<file path="src/inc/nand_host_pkg.sv">
// Constants, commands and types of the NAND flash host controller.
//
// Overview of operation
// RQ1: Reset busy ends within 5/5/10/500 us.
// RQ2: Cache program 11h busy at most 10 us.
// RQ3: Cache program 15h busy at most 700 us.
// RQ4: At most 4 partial programs per page; the code counts only the most recent page.
// RQ5: Array fetch to page register within 25 us.
// RQ6: Cache read 31h/3Fh busy at most 25 us.
// RQ7: Page copy 3Ah busy at most 30 us.
// RQ8: Long strobe high time turns outputs off.
// RQ9: Short strobe high time keeps data driven.
// RQ10: Latch, chip select or write edge ends output.
// RQ11: Close cached programming with 80h then 10h.
// RQ12: After 15h ending, poll status bit 6.
// RQ13: After 15h ending completes, issue reset FFh.
// RQ14: Last cached page programs after previous page.
// RQ15: Last page busy bounded by program time maximum; the code waits up to twice that (2 * PROG_TIMEOUT).
// RQ16: Command latch held high across write strobe rise.
// RQ17: Done line low while busy, high when finished.
// RQ18: Wait for ready before issuing busy-refused commands.
package nand_host_pkg;

  // ------------------------------------------------------------
  // Clock and strobe timing
  // ------------------------------------------------------------
  localparam int CLK_NS = 4;
  localparam int T_CS_NS = 20;
  localparam int T_SETUP_NS = 12;
  localparam int T_WP_NS = 12;
  localparam int T_HOLD_NS = 5;
  localparam int T_WB_NS = 100;
  localparam int T_RR_NS = 20;
  localparam int T_REA_NS = 20;
  localparam int T_REH_NS = 10;
  localparam int T_RC_NS = 25;
  localparam int T_WHR_NS = 60;
  localparam int SYNC_STAGES = 2;

  localparam int CS_CYC = (T_CS_NS + CLK_NS - 1) / CLK_NS;
  localparam int SETUP_CYC = (T_SETUP_NS + CLK_NS - 1) / CLK_NS;
  localparam int WP_CYC = (T_WP_NS + CLK_NS - 1) / CLK_NS;
  localparam int HOLD_CYC = (T_HOLD_NS + CLK_NS - 1) / CLK_NS;
  localparam int WR_CYC = SETUP_CYC + WP_CYC + HOLD_CYC;
  localparam int WB_CYC = (T_WB_NS + CLK_NS - 1) / CLK_NS + SYNC_STAGES;
  localparam int RR_CYC = (T_RR_NS + CLK_NS - 1) / CLK_NS;
  // Output register plus synchroniser sit between the strobe and the sample.
  localparam int RD_LOW_CYC = (T_REA_NS + CLK_NS - 1) / CLK_NS + 1 + SYNC_STAGES;
  localparam int REH_CYC = (T_REH_NS + CLK_NS - 1) / CLK_NS;
  localparam int RC_CYC = (T_RC_NS + CLK_NS - 1) / CLK_NS;
  localparam int RD_HIGH_CYC = (RC_CYC - RD_LOW_CYC > REH_CYC) ? RC_CYC - RD_LOW_CYC : REH_CYC;
  localparam int RD_CYC = RD_LOW_CYC + RD_HIGH_CYC;
  localparam int WHR_CYC = (T_WHR_NS + CLK_NS - 1) / CLK_NS;

  // ------------------------------------------------------------
  // Busy limits, used as time-outs
  // ------------------------------------------------------------
  localparam int T_RST_MAX_US = 500;
  localparam int T_FETCH_MAX_US = 25;
  localparam int T_PROG_MAX_US = 700;
  localparam int T_CACHE_WRITE_MAX_US = 700;
  localparam int RST_TIMEOUT_CYC = T_RST_MAX_US * 1000 / CLK_NS;
  localparam int FETCH_TIMEOUT_CYC = T_FETCH_MAX_US * 1000 / CLK_NS;
  localparam int PROG_TIMEOUT_CYC = T_PROG_MAX_US * 1000 / CLK_NS;
  localparam int CACHE_TIMEOUT_CYC = T_CACHE_WRITE_MAX_US * 1000 / CLK_NS;

  // ------------------------------------------------------------
  // Command codes, status bits and geometry
  // ------------------------------------------------------------
  localparam logic [7:0] CMD_READ_SETUP = 8'h00;
  localparam logic [7:0] CMD_READ_START = 8'h30;
  localparam logic [7:0] CMD_PROG_SETUP = 8'h80;
  localparam logic [7:0] CMD_PROG_START = 8'h10;
  localparam logic [7:0] CMD_CACHE_START = 8'h15;
  localparam logic [7:0] CMD_STATUS = 8'h70;
  localparam logic [7:0] CMD_RESET = 8'hFF;
  localparam int STATUS_READY_BIT = 6;
  localparam int STATUS_FAIL_BIT = 0;
  localparam logic [2:0] PARTIAL_MAX = 3'h4;
  localparam logic [11:0] ADDR_CYCLES = 12'h005;
  localparam int FIFO_DEPTH = 4;
  localparam int CNT_W = 20;

  typedef enum logic [2:0] {
    OP_RESET,
    OP_READ,
    OP_PROG,
    OP_CACHE_PROG,
    OP_STATUS
  } op_type;

endpackage

</file>
<file path="src/rtl/fifo_buf.sv">
// Small synchronous FIFO with valid/ready on both sides.
`timescale 1ns/1ns
`default_nettype none
module fifo_buf #(
  parameter int WIDTH = 8,
  parameter int DEPTH = 4
) (
  // Clock and reset
  input wire logic clk,
  input wire logic rstn,
  // Filling side
  input wire logic in_valid,
  input wire logic [WIDTH-1:0] in_data,
  output logic in_ready,
  // Draining side
  output logic out_valid,
  output logic [WIDTH-1:0] out_data,
  input wire logic out_ready
);

  localparam int PW = (DEPTH > 1) ? $clog2(DEPTH) : 1;
  localparam int CW = $clog2(DEPTH + 1);

  logic [WIDTH-1:0] mem [DEPTH];
  logic [PW-1:0] wptr;
  logic [PW-1:0] rptr;
  logic [CW-1:0] count;

  wire push = in_valid && in_ready;
  wire pop = out_valid && out_ready;
  wire [CW-1:0] next_count = CW'(count + CW'(push) - CW'(pop));
  wire [PW-1:0] wptr_inc = (wptr == PW'(DEPTH - 1)) ? '0 : PW'(wptr + 1'b1);
  wire [PW-1:0] rptr_inc = (rptr == PW'(DEPTH - 1)) ? '0 : PW'(rptr + 1'b1);

  assign out_data = mem[rptr];

  always_ff @(posedge clk) begin
    if (push) begin
      mem[wptr] <= in_data;
    end
  end

  always_ff @(posedge clk or negedge rstn) begin
    if (!rstn) begin
      wptr <= '0;
      rptr <= '0;
      count <= '0;
      in_ready <= 1'b0;
      out_valid <= 1'b0;
    end else begin
      wptr <= push ? wptr_inc : wptr;
      rptr <= pop ? rptr_inc : rptr;
      count <= next_count;
      in_ready <= next_count != CW'(DEPTH);
      out_valid <= next_count != '0;
    end
  end

endmodule // fifo_buf
`default_nettype wire

</file>
<file path="src/rtl/nand_host.sv">
// Host controller that drives a NAND flash over its command, address and data pins.
`timescale 1ns/1ns
`default_nettype none
module nand_host #(
  parameter int RST_TIMEOUT = nand_host_pkg::RST_TIMEOUT_CYC,
  parameter int FETCH_TIMEOUT = nand_host_pkg::FETCH_TIMEOUT_CYC,
  parameter int PROG_TIMEOUT = nand_host_pkg::PROG_TIMEOUT_CYC,
  parameter int CACHE_TIMEOUT = nand_host_pkg::CACHE_TIMEOUT_CYC
) (
  // Clock and reset
  input wire logic clk,
  input wire logic rstn,
  // Operation request
  input wire logic op_valid,
  input wire nand_host_pkg::op_type op,
  input wire logic op_last,
  input wire logic [11:0] op_col,
  input wire logic [16:0] op_row,
  input wire logic [11:0] op_len,
  output logic op_ready,
  output logic op_done,
  output logic op_error,
  output logic [7:0] status_byte,
  // Program data
  input wire logic [7:0] wr_data,
  input wire logic wr_valid,
  output logic wr_ready,
  // Read data
  output logic [7:0] rd_data,
  output logic rd_valid,
  // Flash pins
  output logic ce_n,
  output logic cle,
  output logic ale,
  output logic we_n,
  output logic output_strobe_n,
  output logic wp_n,
  output logic [7:0] io_out,
  output logic io_oe,
  input wire logic [7:0] io_in,
  input wire logic done_line
);

  // ------------------------------------------------------------
  // State and registers
  // ------------------------------------------------------------
  typedef enum logic [3:0] {
    ST_IDLE, ST_CE_SETUP, ST_CMD1, ST_ADDR, ST_DIN, ST_CMD2, ST_WAIT_WB, ST_WAIT_RDY,
    ST_GAP, ST_STAT_CMD, ST_STAT_GAP, ST_STAT_RD, ST_DOUT, ST_DONE
  } state_type;

  localparam int CW = nand_host_pkg::CNT_W;

  state_type state;
  state_type next_state;
  logic [CW-1:0] cnt;
  logic [11:0] idx;
  nand_host_pkg::op_type cur_op;
  logic cur_last;
  logic [11:0] cur_col;
  logic [16:0] cur_row;
  logic [11:0] cur_len;
  logic err;
  logic cache_open;
  logic [16:0] last_row;
  logic [2:0] prog_count;
  logic [7:0] io_meta;
  logic [7:0] io_s;
  logic rdy_meta;
  logic rdy_s;
  logic fifo_valid;
  logic [7:0] fifo_data;
  logic fifo_pop;

  // Write data is staged so the host can stall the source while the page register fills.
  fifo_buf #(.WIDTH(8), .DEPTH(nand_host_pkg::FIFO_DEPTH)) wbuf (
    .clk(clk),
    .rstn(rstn),
    .in_valid(wr_valid),
    .in_data(wr_data),
    .in_ready(wr_ready),
    .out_valid(fifo_valid),
    .out_data(fifo_data),
    .out_ready(fifo_pop)
  );

  // ------------------------------------------------------------
  // Decoding
  // ------------------------------------------------------------
  wire take = state == ST_IDLE && op_valid;
  wire is_prog_op = op == nand_host_pkg::OP_PROG || op == nand_host_pkg::OP_CACHE_PROG;
  wire same_row = op_row == last_row;
  wire over_partial = is_prog_op && same_row && prog_count == nand_host_pkg::PARTIAL_MAX; // RQ4
  wire open_block = cache_open && op != nand_host_pkg::OP_CACHE_PROG && op != nand_host_pkg::OP_RESET; // RQ11
  wire refuse = over_partial || open_block;
  wire wr_state = state == ST_CMD1 || state == ST_ADDR || state == ST_DIN || state == ST_CMD2
                  || state == ST_STAT_CMD;
  wire rd_state = state == ST_STAT_RD || state == ST_DOUT;
  wire din_stall = state == ST_DIN && cnt == '0 && !fifo_valid;
  wire wr_low = cnt >= CW'(nand_host_pkg::SETUP_CYC)
                && cnt < CW'(nand_host_pkg::SETUP_CYC + nand_host_pkg::WP_CYC);
  wire wr_end = cnt == CW'(nand_host_pkg::WR_CYC - 1);
  wire rd_low = cnt < CW'(nand_host_pkg::RD_LOW_CYC);
  wire rd_sample = cnt == CW'(nand_host_pkg::RD_LOW_CYC - 1);
  // A short strobe high phase of REH_CYC cycles keeps the flash driving data between bytes.
  wire rd_end = cnt == CW'(nand_host_pkg::RD_CYC - 1); // RQ9
  assign fifo_pop = state == ST_DIN && wr_end;
  wire addr_last = idx == 12'(nand_host_pkg::ADDR_CYCLES - 12'h001);
  wire len_last = idx == 12'(cur_len - 12'h001);
  wire cache_15 = cur_op == nand_host_pkg::OP_CACHE_PROG && !cur_last;

  // Busy limit that bounds the wait for the done line.
  wire [CW-1:0] limit = (cur_op == nand_host_pkg::OP_RESET) ? CW'(RST_TIMEOUT) : // RQ1
                        (cur_op == nand_host_pkg::OP_READ) ? CW'(FETCH_TIMEOUT) : // RQ5
                        cache_15 ? CW'(CACHE_TIMEOUT) : // RQ3
                        (cur_op == nand_host_pkg::OP_CACHE_PROG) ? CW'(2 * PROG_TIMEOUT) : // RQ14 RQ15
                        CW'(PROG_TIMEOUT);
  wire timeout = cnt >= limit;

  wire [7:0] first_cmd = (cur_op == nand_host_pkg::OP_RESET) ? nand_host_pkg::CMD_RESET :
                         (cur_op == nand_host_pkg::OP_READ) ? nand_host_pkg::CMD_READ_SETUP :
                         (cur_op == nand_host_pkg::OP_STATUS) ? nand_host_pkg::CMD_STATUS :
                         nand_host_pkg::CMD_PROG_SETUP;
  wire [7:0] second_cmd = (cur_op == nand_host_pkg::OP_READ) ? nand_host_pkg::CMD_READ_START :
                          cache_15 ? nand_host_pkg::CMD_CACHE_START :
                          nand_host_pkg::CMD_PROG_START; // RQ11
  wire [7:0] addr_byte = (idx == 12'h000) ? cur_col[7:0] :
                         (idx == 12'h001) ? {4'h0, cur_col[11:8]} :
                         (idx == 12'h002) ? cur_row[7:0] :
                         (idx == 12'h003) ? cur_row[15:8] : {7'h00, cur_row[16]};
  wire [7:0] cur_byte = (state == ST_CMD1) ? first_cmd :
                        (state == ST_ADDR) ? addr_byte :
                        (state == ST_DIN) ? fifo_data :
                        (state == ST_CMD2) ? second_cmd : nand_host_pkg::CMD_STATUS;

  // ------------------------------------------------------------
  // Sequencer
  // ------------------------------------------------------------
  always_comb begin
    next_state = state;
    unique case (state)
      ST_IDLE: if (take) next_state = refuse ? ST_DONE : ST_CE_SETUP;
      ST_CE_SETUP: if (cnt == CW'(nand_host_pkg::CS_CYC - 1)) next_state = ST_CMD1;
      ST_CMD1: if (wr_end) begin
        next_state = (cur_op == nand_host_pkg::OP_RESET) ? ST_WAIT_WB :
                     (cur_op == nand_host_pkg::OP_STATUS) ? ST_STAT_GAP : ST_ADDR;
      end
      ST_ADDR: if (wr_end && addr_last) begin
        next_state = (cur_op == nand_host_pkg::OP_READ || cur_len == 12'h000) ? ST_CMD2 : ST_DIN;
      end
      ST_DIN: if (wr_end && len_last) next_state = ST_CMD2;
      ST_CMD2: if (wr_end) next_state = ST_WAIT_WB;
      ST_WAIT_WB: if (cnt == CW'(nand_host_pkg::WB_CYC - 1)) next_state = ST_WAIT_RDY;
      // No command leaves the host until the done line has come back high or the busy limit has run out.
      ST_WAIT_RDY: if (rdy_s) next_state = ST_GAP; else if (timeout) next_state = ST_DONE; // RQ17 RQ18
      ST_GAP: if (cnt == CW'(nand_host_pkg::RR_CYC - 1)) begin
        next_state = (cur_op == nand_host_pkg::OP_RESET) ? ST_DONE :
                     (cur_op != nand_host_pkg::OP_READ) ? ST_STAT_CMD :
                     (cur_len == 12'h000) ? ST_DONE : ST_DOUT;
      end
      ST_STAT_CMD: if (wr_end) next_state = ST_STAT_GAP;
      ST_STAT_GAP: if (cnt == CW'(nand_host_pkg::WHR_CYC - 1)) next_state = ST_STAT_RD;
      // Status is re-read until the ready bit shows the previous page finished.
      ST_STAT_RD: if (rd_end && status_byte[nand_host_pkg::STATUS_READY_BIT]) next_state = ST_DONE; // RQ12
      ST_DOUT: if (rd_end && len_last) next_state = ST_DONE;
      ST_DONE: next_state = ST_IDLE;
    endcase
  end

  wire moving = state != next_state;
  wire byte_end = (wr_state && wr_end) || (rd_state && rd_end);
  wire [CW-1:0] next_cnt = (moving || din_stall || byte_end || state == ST_IDLE) ? '0 : CW'(cnt + 1'b1);
  wire [11:0] next_idx = moving ? 12'h000 : byte_end ? 12'(idx + 12'h001) : idx;
  wire prog_fail = cur_op != nand_host_pkg::OP_READ && cur_op != nand_host_pkg::OP_STATUS
                   && state == ST_STAT_RD && rd_sample && io_s[nand_host_pkg::STATUS_FAIL_BIT];
  wire next_err = take ? refuse : (err || prog_fail || (state == ST_WAIT_RDY && !rdy_s && timeout));

  always_ff @(posedge clk or negedge rstn) begin
    if (!rstn) begin
      state <= ST_IDLE;
      cnt <= '0;
      idx <= 12'h000;
      err <= 1'b0;
    end else begin
      state <= next_state;
      cnt <= next_cnt;
      idx <= next_idx;
      err <= next_err;
    end
  end

  always_ff @(posedge clk or negedge rstn) begin
    if (!rstn) begin
      cur_op <= nand_host_pkg::OP_RESET;
      cur_last <= 1'b0;
      cur_col <= 12'h000;
      cur_row <= 17'h00000;
      cur_len <= 12'h000;
    end else if (take) begin
      cur_op <= op;
      cur_last <= op_last;
      cur_col <= op_col;
      cur_row <= op_row;
      cur_len <= op_len;
    end
  end

  // ------------------------------------------------------------
  // Cache sequence and partial program tracking
  // ------------------------------------------------------------
  // Only the most recent page is tracked, so moving away and back restarts its count.
  wire [2:0] next_prog_count = same_row ? 3'(prog_count + 3'h1) : 3'h1; // RQ4
  wire cmd2_done = state == ST_CMD2 && wr_end && cur_op == nand_host_pkg::OP_CACHE_PROG;

  always_ff @(posedge clk or negedge rstn) begin
    if (!rstn) begin
      cache_open <= 1'b0;
      last_row <= 17'h00000;
      prog_count <= 3'h0;
    end else begin
      if (take && !refuse && op == nand_host_pkg::OP_RESET) begin
        cache_open <= 1'b0; // RQ13
      end else if (cmd2_done) begin
        cache_open <= !cur_last; // RQ11
      end
      if (take && !refuse && is_prog_op) begin
        last_row <= op_row;
        prog_count <= next_prog_count;
      end
    end
  end

  // ------------------------------------------------------------
  // Pin inputs and registered outputs
  // ------------------------------------------------------------
  always_ff @(posedge clk or negedge rstn) begin
    if (!rstn) begin
      io_meta <= 8'h00;
      io_s <= 8'h00;
      rdy_meta <= 1'b0;
      rdy_s <= 1'b0;
    end else begin
      io_meta <= io_in;
      io_s <= io_meta;
      rdy_meta <= done_line;
      rdy_s <= rdy_meta;
    end
  end

  always_ff @(posedge clk or negedge rstn) begin
    if (!rstn) begin
      ce_n <= 1'b1;
      cle <= 1'b0;
      ale <= 1'b0;
      we_n <= 1'b1;
      output_strobe_n <= 1'b1;
      wp_n <= 1'b0;
      io_out <= 8'h00;
      io_oe <= 1'b0;
    end else begin
      ce_n <= state == ST_IDLE || state == ST_DONE;
      // Command latch stays up through the hold phase after the write strobe rises.
      cle <= state == ST_CMD1 || state == ST_CMD2 || state == ST_STAT_CMD; // RQ16
      ale <= state == ST_ADDR;
      we_n <= !(wr_state && wr_low && !din_stall); // RQ16
      output_strobe_n <= !(rd_state && rd_low);
      wp_n <= 1'b1;
      io_out <= cur_byte;
      io_oe <= wr_state;
    end
  end

  always_ff @(posedge clk or negedge rstn) begin
    if (!rstn) begin
      op_ready <= 1'b0;
      op_done <= 1'b0;
      op_error <= 1'b0;
      status_byte <= 8'h00;
      rd_data <= 8'h00;
      rd_valid <= 1'b0;
    end else begin
      op_ready <= next_state == ST_IDLE;
      op_done <= state == ST_DONE;
      op_error <= state == ST_DONE && err;
      status_byte <= (state == ST_STAT_RD && rd_sample) ? io_s : status_byte;
      rd_data <= (state == ST_DOUT && rd_sample) ? io_s : rd_data;
      rd_valid <= state == ST_DOUT && rd_sample;
    end
  end
endmodule // nand_host
`default_nettype wire
</file>
<file path="config.mk">
export PLATFORM = sky130hd
export DESIGN_NAME = nand_host
export DESIGN_NICKNAME = d
export VERILOG_FILES = /design/src/inc/nand_host_pkg.sv /design/src/rtl/fifo_buf.sv /design/src/rtl/nand_host.sv
export SDC_FILE = /design/constraint.sdc
export NUM_CORES = 1
export LEC_CHECK = 0
export BUFFER_PORTS_ARGS = -buffer_cell sky130_fd_sc_hd__buf_2
export CORE_MARGIN = 4
export CORE_UTILIZATION = 41
export CTS_BUF_LIST = sky130_fd_sc_hd__clkbuf_8
export CTS_CLUSTER_DIAMETER = 50
export DETAILED_ROUTE_END_ITERATION = 10
export GPL_TIMING_DRIVEN = 0
export SYNTH_ARGS = -nofsm -noshare
export SYNTH_HDL_FRONTEND = slang
export SYNTH_SLANG_ARGS = --single-unit
</file>
<file path="constraint.sdc">
create_clock -name clk -period 7.8 [get_ports clk]
set_input_delay 0.78 -clock clk [delete_from_list [all_inputs] [get_ports clk]]
set_output_delay 0.78 -clock clk [all_outputs]
set_load 0.03 [all_outputs]
</file>
==> impl_results.md, run 1 <==
* Max Cap Viol at 0
* Die Ht at 164 um
* Crit path cell chain: or4_4 > nor4_4 > clkbuf_1 > and4_1 > ha_1 > inv_1 > ha_1 > inv_1 > fa_1 > xnor2_1 > xnor2_1 > or3_1
* # nets final at 1089
* Overall power at 3300 uW
* Largest net degree at the start of global routing at about 100
* CTS hold repair buffers at 0
* Via Count at 7120
* First-pass GRT wire length at roughly 38000 um
* WL/cell at 17.8 um
* Root Driver: clkbuf_8
* CORE AREA at 23800 um2
* Routed WL at 23600 um
* Die width at 164 um
* Synthesized area per cell at ~12 um2
* Clk_lat worst skew at 0.48 ns
* Vias per inst at 5.39
* Synth unique cells at 75
* Yosys top cell area share at 0.406
* Final setup fails at 0
* Ys flop type: dfrtp_1
* Synth area leaders: dfrtp_1, edfxtp_1, mux2_2, ha_1, xor2_1
* RePlAce Congestion at slightly below 0.9
* Post-DP HPWL at 17600 um
* Post-Syn Area at 9990 um2
* Crit Path Category: flop to flop
* Cells after synthesis at 866
* Min cycle time layout at 4.03 ns
* Die area at between 20000 and 30000 um2
* WP data arrival at 4.36 ns
* Post-cts sizing count at 0
* Share of cells above drive strength 1 at 0.267
* Syn_nets at 968
* PwrDens at 292 nW/um2
* Type of origin of the critical path: flop
* Clock Pin Slew Worst Setup and Hold Paths at 0.12 ns
* DRC Markers at 0
* Slew margin rel. at 0.150
* Row Count at between 50 and 60
* Initial DRC Count at 577
* Post-synth EDFFs at 32
* Clk sinks at 197
* Post-CTS Setup Inserts at 0
* Initial antenna violation count at 1
* Maximum clock rate at 0.248 GHz
* Crit path max fanout at 10
* Worst-margin pin slew at ~1.3 ns
* Seq/Total Area, Yosys at 0.510
* Port Buffers at roughly 100
* Fill cell count at about 2200
* Number of global-route vias before repair at ~7100
* Status: finished, final reports clean
* RSZ-0062 raised after global routing: no
* Setup TNS Final at 0 ns
* CTS tree: done
* Worst hold path type: input port to asynchronous set/reset pin
* Skew final at just under 0.02 ns
* Ys Warns at 0
* IO Count at slightly above 100
* Yosys top cell by area: dfrtp_1
* GRT Total Usage at 0.181
* Initial DRT Pass Iterations at 5
* Fin. Hold Viols at 0
* Peak VDD IR at between 0.0001 and 0.00015 V
* Antenna Nets Post-Route at 0
* Slew Limit Fails at 0
* CTS HTree Levels at 4
* Flops & latches, synth at approximately 200
* Leakage at approximately 0.0050 uW
* Grt ovf at 0
* Period utilization at 0.517
* CTS Buf Count at 17
* Synthesis-to-finish area growth at 13.2%
* Maximum clock insertion buffer count at 2
* Initial Utilization at 0.421
* CP endpoint kind: flop
* Max incr delay on CP at 0.60 ns
* WP data required at about 8.1 ns
* Asr flop ratio synth at 0.838
* CP max stage cell: or4_4
## placed cells by master (no fill, tap or decap), types with 23 or more instances in the layout
cell	n
dfrtp_1	162
buf_2	102
mux2_2	81
nor2_1	71
nand2_1	60
ha_1	35
xor2_1	34
xnor2_1	32
edfxtp_1	32
o21ai_0	29
nand3_1	28
inv_1	27
clkbuf_1	24
a21oi_1	23
## layout make-up
| class | instances | area [um2] | share of cell area |
|---|---|---|---|
| Sequential cell | 197 | 5090 | 0.450 |
| Multi-Input combinational cell | 605 | 4610 | 0.408 |
| Timing Repair Buffer | 102 | 543 | 0.0480 |
| Tap cell | 319 | 399 | 0.0353 |
| Clock buffer | 17 | 234 | 0.0207 |
| Buffer | 37 | 183 | 0.0162 |
| Clock inverter | 15 | 140 | 0.0124 |
| Inverter | 27 | 101 | 0.00896 |
| Antenna cell | 1 | 2.50 | 0.000221 |
## per-layer routing
metal  routed length (um)  global-route usage  up-vias  share of wire
li1                     -                   -     3378              -
met1                11000               0.261     3527           0.47
met2                11000               0.282      190           0.47
met3                 1220              0.0336       25          0.052
met4                  347              0.0469        0          0.015
met5                    0                   0        -              0
## sequential cells by signal, indices dropped and copies added (netlist names), 2 cells and up
name,count
wbuf.mem,32
cnt,20
cur_row,17
last_row,17
cur_col,12
cur_len,12
idx,12
io_meta,8
io_out,8
io_s,8
rd_data,8
status_byte,8
state,4
cur_op,3
prog_count,3
wbuf.count,3
wbuf.rptr,2
wbuf.wptr,2
## power breakdown
group	switching, uW	internal, uW
registers	162	1290
logic	714	495
clock network	402	237
total	1280	2020
## final timing paths
path	start	to	slack, ns	cells after the start
max	cnt[13]	wbuf.out_valid	3.77	12
min	rstn	cnt[17]	0.25	1
max reg2reg	cnt[13]	wbuf.out_valid	3.77	12
min reg2reg	io_meta[7]	io_s[7]	0.35	0
max in group asynchronous	rstn	prog_count[1]	6.63	2
min in group clk	io_meta[7]	io_s[7]	0.35	0
## Yosys cell counts, drive strengths merged, types with 19 or more instances
cell type and instances:
nor2 71, and3 19, a21oi 23, xnor2 32
ha 35, edfxtp 32, o21ai 30, nor4 24
nor3 24, dfrtp 162, clkbuf 24, xor2 34
nand3 28, mux2 81, inv 26, nand2 61
## worst max-delay path: cells and delay by family (launching register included)
| kind | cells | cell delay (ns) |
|---|---|---|
| simple gates | 4 | 1.81 |
| fa+ha+maj | 3 | 0.76 |
| buf+inv | 3 | 0.54 |
| flops | 1 | 0.46 |
| xor+xnor | 2 | 0.30 |
## per-stage QoR
step	util	hold WS [ns]	worst slack (ns)	cells	area, um2
2_1_floorplan	-	0.331	4.33	866	9990
3_3_place_gp	0.459	0.331	3.22	1286	10900
3_5_place_dp	0.460	0.336	3.80	1287	10900
4_1_cts	0.476	0.238	3.74	1319	11300
5_1_grt	0.476	0.258	3.52	1320	11300
6_report	0.476	0.251	3.77	1320	11300
## cell families after synthesis
group | Yosys count | share of synthesized area
xor+xnor | 66 | 0.0579
flops | 197 | 0.510
buf+inv | 64 | 0.0284
fa+ha+maj | 36 | 0.0458
compound gates | 112 | 0.0760
simple gates | 296 | 0.167
mux | 94 | 0.114
other cells | 1 | 0.000375
(Power assumes the default switching activity.)
==> run 2: changes to the inputs <==
==> constraint.sdc (replaced) <==
create_clock -name clk -period 4.18 [get_ports clk]
set_input_delay 0.418 -clock clk [delete_from_list [all_inputs] [get_ports clk]]
set_output_delay 0.418 -clock clk [all_outputs]
set_load 0.03 [all_outputs]
==> impl_results.md, run 2 (same netlist as run 1, synthesis figures left out) <==
* Slew Limit Fails at 0
* Min cycle time layout at 3.89 ns
* RSZ-0062 raised after global routing: no
* Type of origin of the critical path: flop
* WP depth at 12
* Gate power share at 0.369
* Status: finished, final reports clean
* Initial DRC Count at 531
* CTS Buf Count at 17
* Worst hold stages at 1
* Leakage at 0.00498 uW
* Worst hold path type: input port to flop
* Via Count at 7116
* Flop pwr share at 0.439
* Area post-placement at roughly 11000 um2
* Port Buffers at roughly 100
* CORE AREA at approximately 24000 um2
* Maximum clock insertion buffer count at 2
* DRC Markers at 0
* Top flop regs: wbuf.mem x32, cnt x20
* Number of global-route vias before repair at 7069
* Post-DP HPWL at 17600 um
* Crit path max fanout at 10
* Peak VDD IR at 0.000259 V
* WP data arrival at 4.22 ns
* Worst R2R Path Depth at 12
* Die Ht at 164 um
* Most frequent cells in the layout: dfrtp_1, buf_2, mux2_2
* Clk sinks at 197
* Crit path cell chain: or4_4 > nor4_4 > clkbuf_2 > and4_1 > ha_1 > inv_1 > ha_1 > inv_1 > fa_1 > xnor2_1 > xnor2_1 > or3_1
* Initial Utilization at 0.421
* Row Count at 56
* Max incr delay on CP at 0.60 ns
* Area taken by flip-flops and latches at 5090 um2
* Max Cap Viol at 0
* Largest delay contributor family on the critical path: simple AND/OR/NAND/NOR gates
* WP data required at 4.51 ns
* Clk_lat worst skew at 0.48 ns
* Worst-margin pin slew at 1.25 ns
* Initial DRT Pass Iterations at 6
* CP max stage cell: or4_4
* CTS tree: done
* Multi-input logic area at around 4600 um2
* Switching share of power at 0.386
* Grt ovf at 0
* RePlAce Congestion at 0.875
* Maximum clock rate at approximately 0.26 GHz
* Routed WL at ~24000 um
* Cell Int Power at 3800 uW
* Overall power at 6180 uW
* Share of cells above drive strength 1 at 0.270
* Clock Power Share at 0.193
* Slew margin rel. at 0.158
* CTS HTree Levels at 4
* WL/cell at 17.8 um
* Crit Path Category: flop to flop
* Skew final at about 0.02 ns
* GRT Total Usage at 0.181
* Final setup fails at 0
* Die width at 164 um
* Largest net degree at the start of global routing at 102
* Period utilization at 0.930
* Antenna Nets Post-Route at 0
* Synthesis-to-finish area growth at 13.5%
* CP endpoint kind: flop
* Die area at 26900 um2
* Fin. Hold Viols at 0
* Setup TNS Final at 0 ns
* Fill cell count at around 2200
* First-pass GRT wire length at 38300 um
* Commonest non-fill, non-tap cell in the layout: dfrtp_1
* Final instance area at around 11000 um2
* Sw Pwr at between 2000 and 2500 uW
* Worst Path Buf+Inv at 3
* Root Driver: clkbuf_8
* PwrDens at 545 nW/um2
* # nets final at 1092
* Clock Pin Slew Worst Setup and Hold Paths at 0.12 ns
* Largest register FFs at 32
* IO Count at 102
* Largest Register: wbuf.mem
* Initial antenna violation count at 1
* Vias per inst at between 5 and 6
==> run 2: cell count changes in the layout (fill, tap and decap cells not counted) <==
| cell | previous run | this run |
|---|---|---|
| nor2_2 | 0 | 1 |
| nor2_1 | 71 | 70 |
| clkbuf_2 | 0 | 1 |
| buf_4 | 7 | 9 |
| clkbuf_1 | 24 | 23 |
| dlygate4sd3_1 | 0 | 1 |
==> run 2: routing by layer <==
layer | global-route usage | up-vias | wire (um)
li1 | - | 3386 | -
met1 | 0.261 | 3503 | 11000
met2 | 0.282 | 200 | 11000
met3 | 0.0336 | 27 | 1220
met4 | 0.0469 | 0 | 368
met5 | 0 | - | 0
==> run 2: worst paths after layout <==
| path | from | to | slack (ns) |
|---|---|---|---|
| max | cnt[13] | wbuf.out_valid | 0.29 |
| min | done_line | rdy_meta | 0.04 |
| max reg2reg | cnt[13] | wbuf.out_valid | 0.29 |
| min reg2reg | io_meta[7] | io_s[7] | 0.35 |
| max in group asynchronous | rstn | cur_row[13] | 2.80 |
| min in group asynchronous | rstn | rdy_s | 0.48 |
==> run 2: power by group through the flow <==
stage / sequential (uW) / clock (uW) / combinational (uW)
floorplan: 2770 / 0 / 1590
global placement: 2740 / 0 / 2220
detailed placement: 2750 / 0 / 2250
CTS: 2720 / 1230 / 2260
global route: 2780 / 1310 / 2530
finish: 2710 / 1190 / 2280
==> run 2: timing repair <==
item                                    4_1_cts  5_1_grt
buffers inserted                              0        2
endpoints found under the setup margin        0       11
endpoints found under the hold margin        61        0
resized for setup                             0        3
hold buffers                                  1        0
==> run 2: area by class of cell <==
cell class / instances / share of cell area
Timing Repair Buffer: 105 / 0.0501
Clock inverter: 15 / 0.0124
Clock buffer: 17 / 0.0206
Sequential cell: 197 / 0.449
Tap cell: 319 / 0.0352
Inverter: 27 / 0.00894
Multi-Input combinational cell: 605 / 0.407
Antenna cell: 1 / 0.000221
Buffer: 37 / 0.0162
==> run 2: through the flow <==
stage          setup WS (ns)   util  std cells  hold slack, ns
3_5_place_dp           0.176  0.460       1287           0.336
5_1_grt               0.0647  0.477       1323         0.00223
4_1_cts                0.119  0.476       1320         0.00457
6_report               0.293  0.477       1323          0.0416
2_1_floorplan          0.710      -        866           0.122
3_3_place_gp         -0.0408  0.459       1286           0.331
==> run 3: changes to the inputs <==
--- a/config.mk
+++ b/config.mk
@@ -12,6 +12,7 @@
 export CTS_CLUSTER_DIAMETER = 50
 export DETAILED_ROUTE_END_ITERATION = 10
 export GPL_TIMING_DRIVEN = 0
+export SETUP_SLACK_MARGIN = 0.3
 export SYNTH_ARGS = -nofsm -noshare
 export SYNTH_HDL_FRONTEND = slang
 export SYNTH_SLANG_ARGS = --single-unit
==> impl_results.md, run 3 (same netlist as run 1, synthesis figures left out) <==
* Status: finished, final reports clean
* Fin. Hold Viols at 0
* Most frequent cells in the layout: dfrtp_1, buf_2, mux2_2
* Number of global-route vias before repair at 7080
* Initial DRC Count at 610
* WP data required at 4.52 ns
* WP data arrival at about 4 ns
* Largest delay contributor family on the critical path: simple AND/OR/NAND/NOR gates
* PwrDens at 545 nW/um2
* Slew margin rel. at 0.153
* Via Count at 7115
* Row Count at 56
* Crit path max fanout at 10
* Max Cap Viol at 0
* Synthesis-to-finish area growth at 13.6%
* Peak VDD IR at 0.000259 V
* Routed WL at roughly 24000 um
* Commonest non-fill, non-tap cell in the layout: dfrtp_1
* Antenna Nets Post-Route at 0
* Clk sinks at 197
* CORE AREA at 23800 um2
* Grt ovf at 0
* Switching share of power at 0.387
* Clock Pin Slew Worst Setup and Hold Paths at 0.12 ns
* Worst hold path startpoint: done_line
* Port Buffers at 101
* CTS tree: done
* Overall power at 6180 uW
* Die area at around 27000 um2
* Worst setup margin at 0.505 ns
* Clock Power Share at 0.193
* Post-DP HPWL at 17600 um
* First-pass GRT wire length at 38300 um
* DRC Markers at 0
* Largest Register: wbuf.mem
* Root Driver: clkbuf_8
* Worst hold stages at 1
* Hold Crit Endpoint: rdy_meta
* Flop pwr share at 0.439
* Initial DRT Pass Iterations at 5
* Initial Utilization at 0.421
* Reg2reg start: cnt[5]
* Final setup fails at 0
* Worst R2R Path Depth at 12
* # nets final at 1092
* GRT Total Usage at 0.181
* Maximum clock rate at around 0.27 GHz
* Worst hold path type: input port to flop
* RePlAce Congestion at 0.875
* Worst Path Buf+Inv at 3
* Period utilization at 0.879
* Crit Path Category: flop to flop
* R2R Path End: wbuf.out_valid
* Largest net degree at the start of global routing at 102
* CP endpoint kind: flop
* Initial antenna violation count at 1
* Top flop regs: wbuf.mem x32, cnt x20
* Vias per inst at 5.38
* Sw Pwr at 2390 uW
* Slew Limit Fails at 0
* Final instance area at 11300 um2
* R2r setup slk at 0.50 ns
* Worst-margin pin slew at 1.26 ns
* RSZ-0062 raised after global routing: no
* Die Ht at 164 um
* Place WS at about 0.18 ns
* Die width at around 160 um
* Largest register FFs at 32
* Leakage at 0.00499 uW
* Cell Int Power at roughly 3800 uW
* CTS HTree Levels at 4
* WL/cell at between 15 and 20 um
* Skew final at around 0.021 ns
* Gate power share at 0.369
* Min cycle time layout at 3.68 ns
* Maximum clock insertion buffer count at 2
* Placed Cells incl. Taps at 1287
* CP max stage cell: or4_4
* IO Count at 102
* Area post-placement at 10900 um2
* CTS Buf Count at 17
* Share of cells above drive strength 1 at 0.274
* Clk_lat worst skew at 0.48 ns
* Post-Layout Cell Count at 1323
* Type of origin of the critical path: flop
* Max incr delay on CP at 0.61 ns
* Crit path cell chain: or4_4 > nor4_4 > clkbuf_2 > and4_1 > ha_1 > inv_1 > ha_1 > inv_1 > fa_1 > xnor2_1 > xnor2_1 > or3_1
run 3: repair_timing:
item / CTS / global route
resized for setup: 2 / 6
hold buffers: 1 / 0
setup buffers: 2 / 0
endpoints found under the setup margin: 10 / 31
pin swaps: 2 / 0
hold endpoints to repair: 61 / 0
run 3: area by class of cell:
class	instances	area, um2
fill	2198	12400
buffer	37	186
sequential	197	5090
timing repair buffer	105	568
tap	319	399
multi-input combinational	605	4620
inverter	27	101
clock inverter	15	140
antenna	1	2.50
clock buffer	17	234
run 3: metrics by stage:
stage	utilization	TNS, ns	hold WS (ns)
2_1_floorplan	-	0	0.122
3_3_place_gp	0.459	-3.75	0.331
3_5_place_dp	0.460	0	0.336
4_1_cts	0.477	0	0.00457
5_1_grt	0.478	0	0.00223
6_report	0.478	0	0.0369
run 3: power by group through the flow:
stage | registers [uW] | clock network [uW] | logic [uW]
2_1_floorplan | 2770 | 0 | 1590
3_3_place_gp | 2740 | 0 | 2220
3_5_place_dp | 2750 | 0 | 2250
4_1_cts | 2720 | 1230 | 2280
5_1_grt | 2780 | 1310 | 2530
6_report | 2710 | 1190 | 2280
run 3: per-layer routing:
metal  global-route usage  wire length, um  vias to the layer above
met3               0.0341             1110                       34
met4               0.0469              417                        0
li1                     -                -                     3386
met1                0.262            11100                     3514
met5                    0                0                        -
met2                0.282            11000                      181
run 3: worst max-delay path by stage:
| stage | cells after the start | from | to | slack [ns] |
|---|---|---|---|---|
| 6_report | 12 | cnt[5] | wbuf.out_valid | 0.50 |
| 5_1_grt | 12 | cnt[5] | wbuf.out_valid | 0.31 |
| 4_1_cts | 13 | state[2] | wbuf.out_valid | 0.42 |
| 3_5_place_dp | 12 | cnt[13] | wbuf.out_valid | 0.18 |
| 3_3_place_gp | 1 | rstn | io_out[1] | -0.04 |
| 2_1_floorplan | 12 | cnt[13] | wbuf.out_valid | 0.71 |
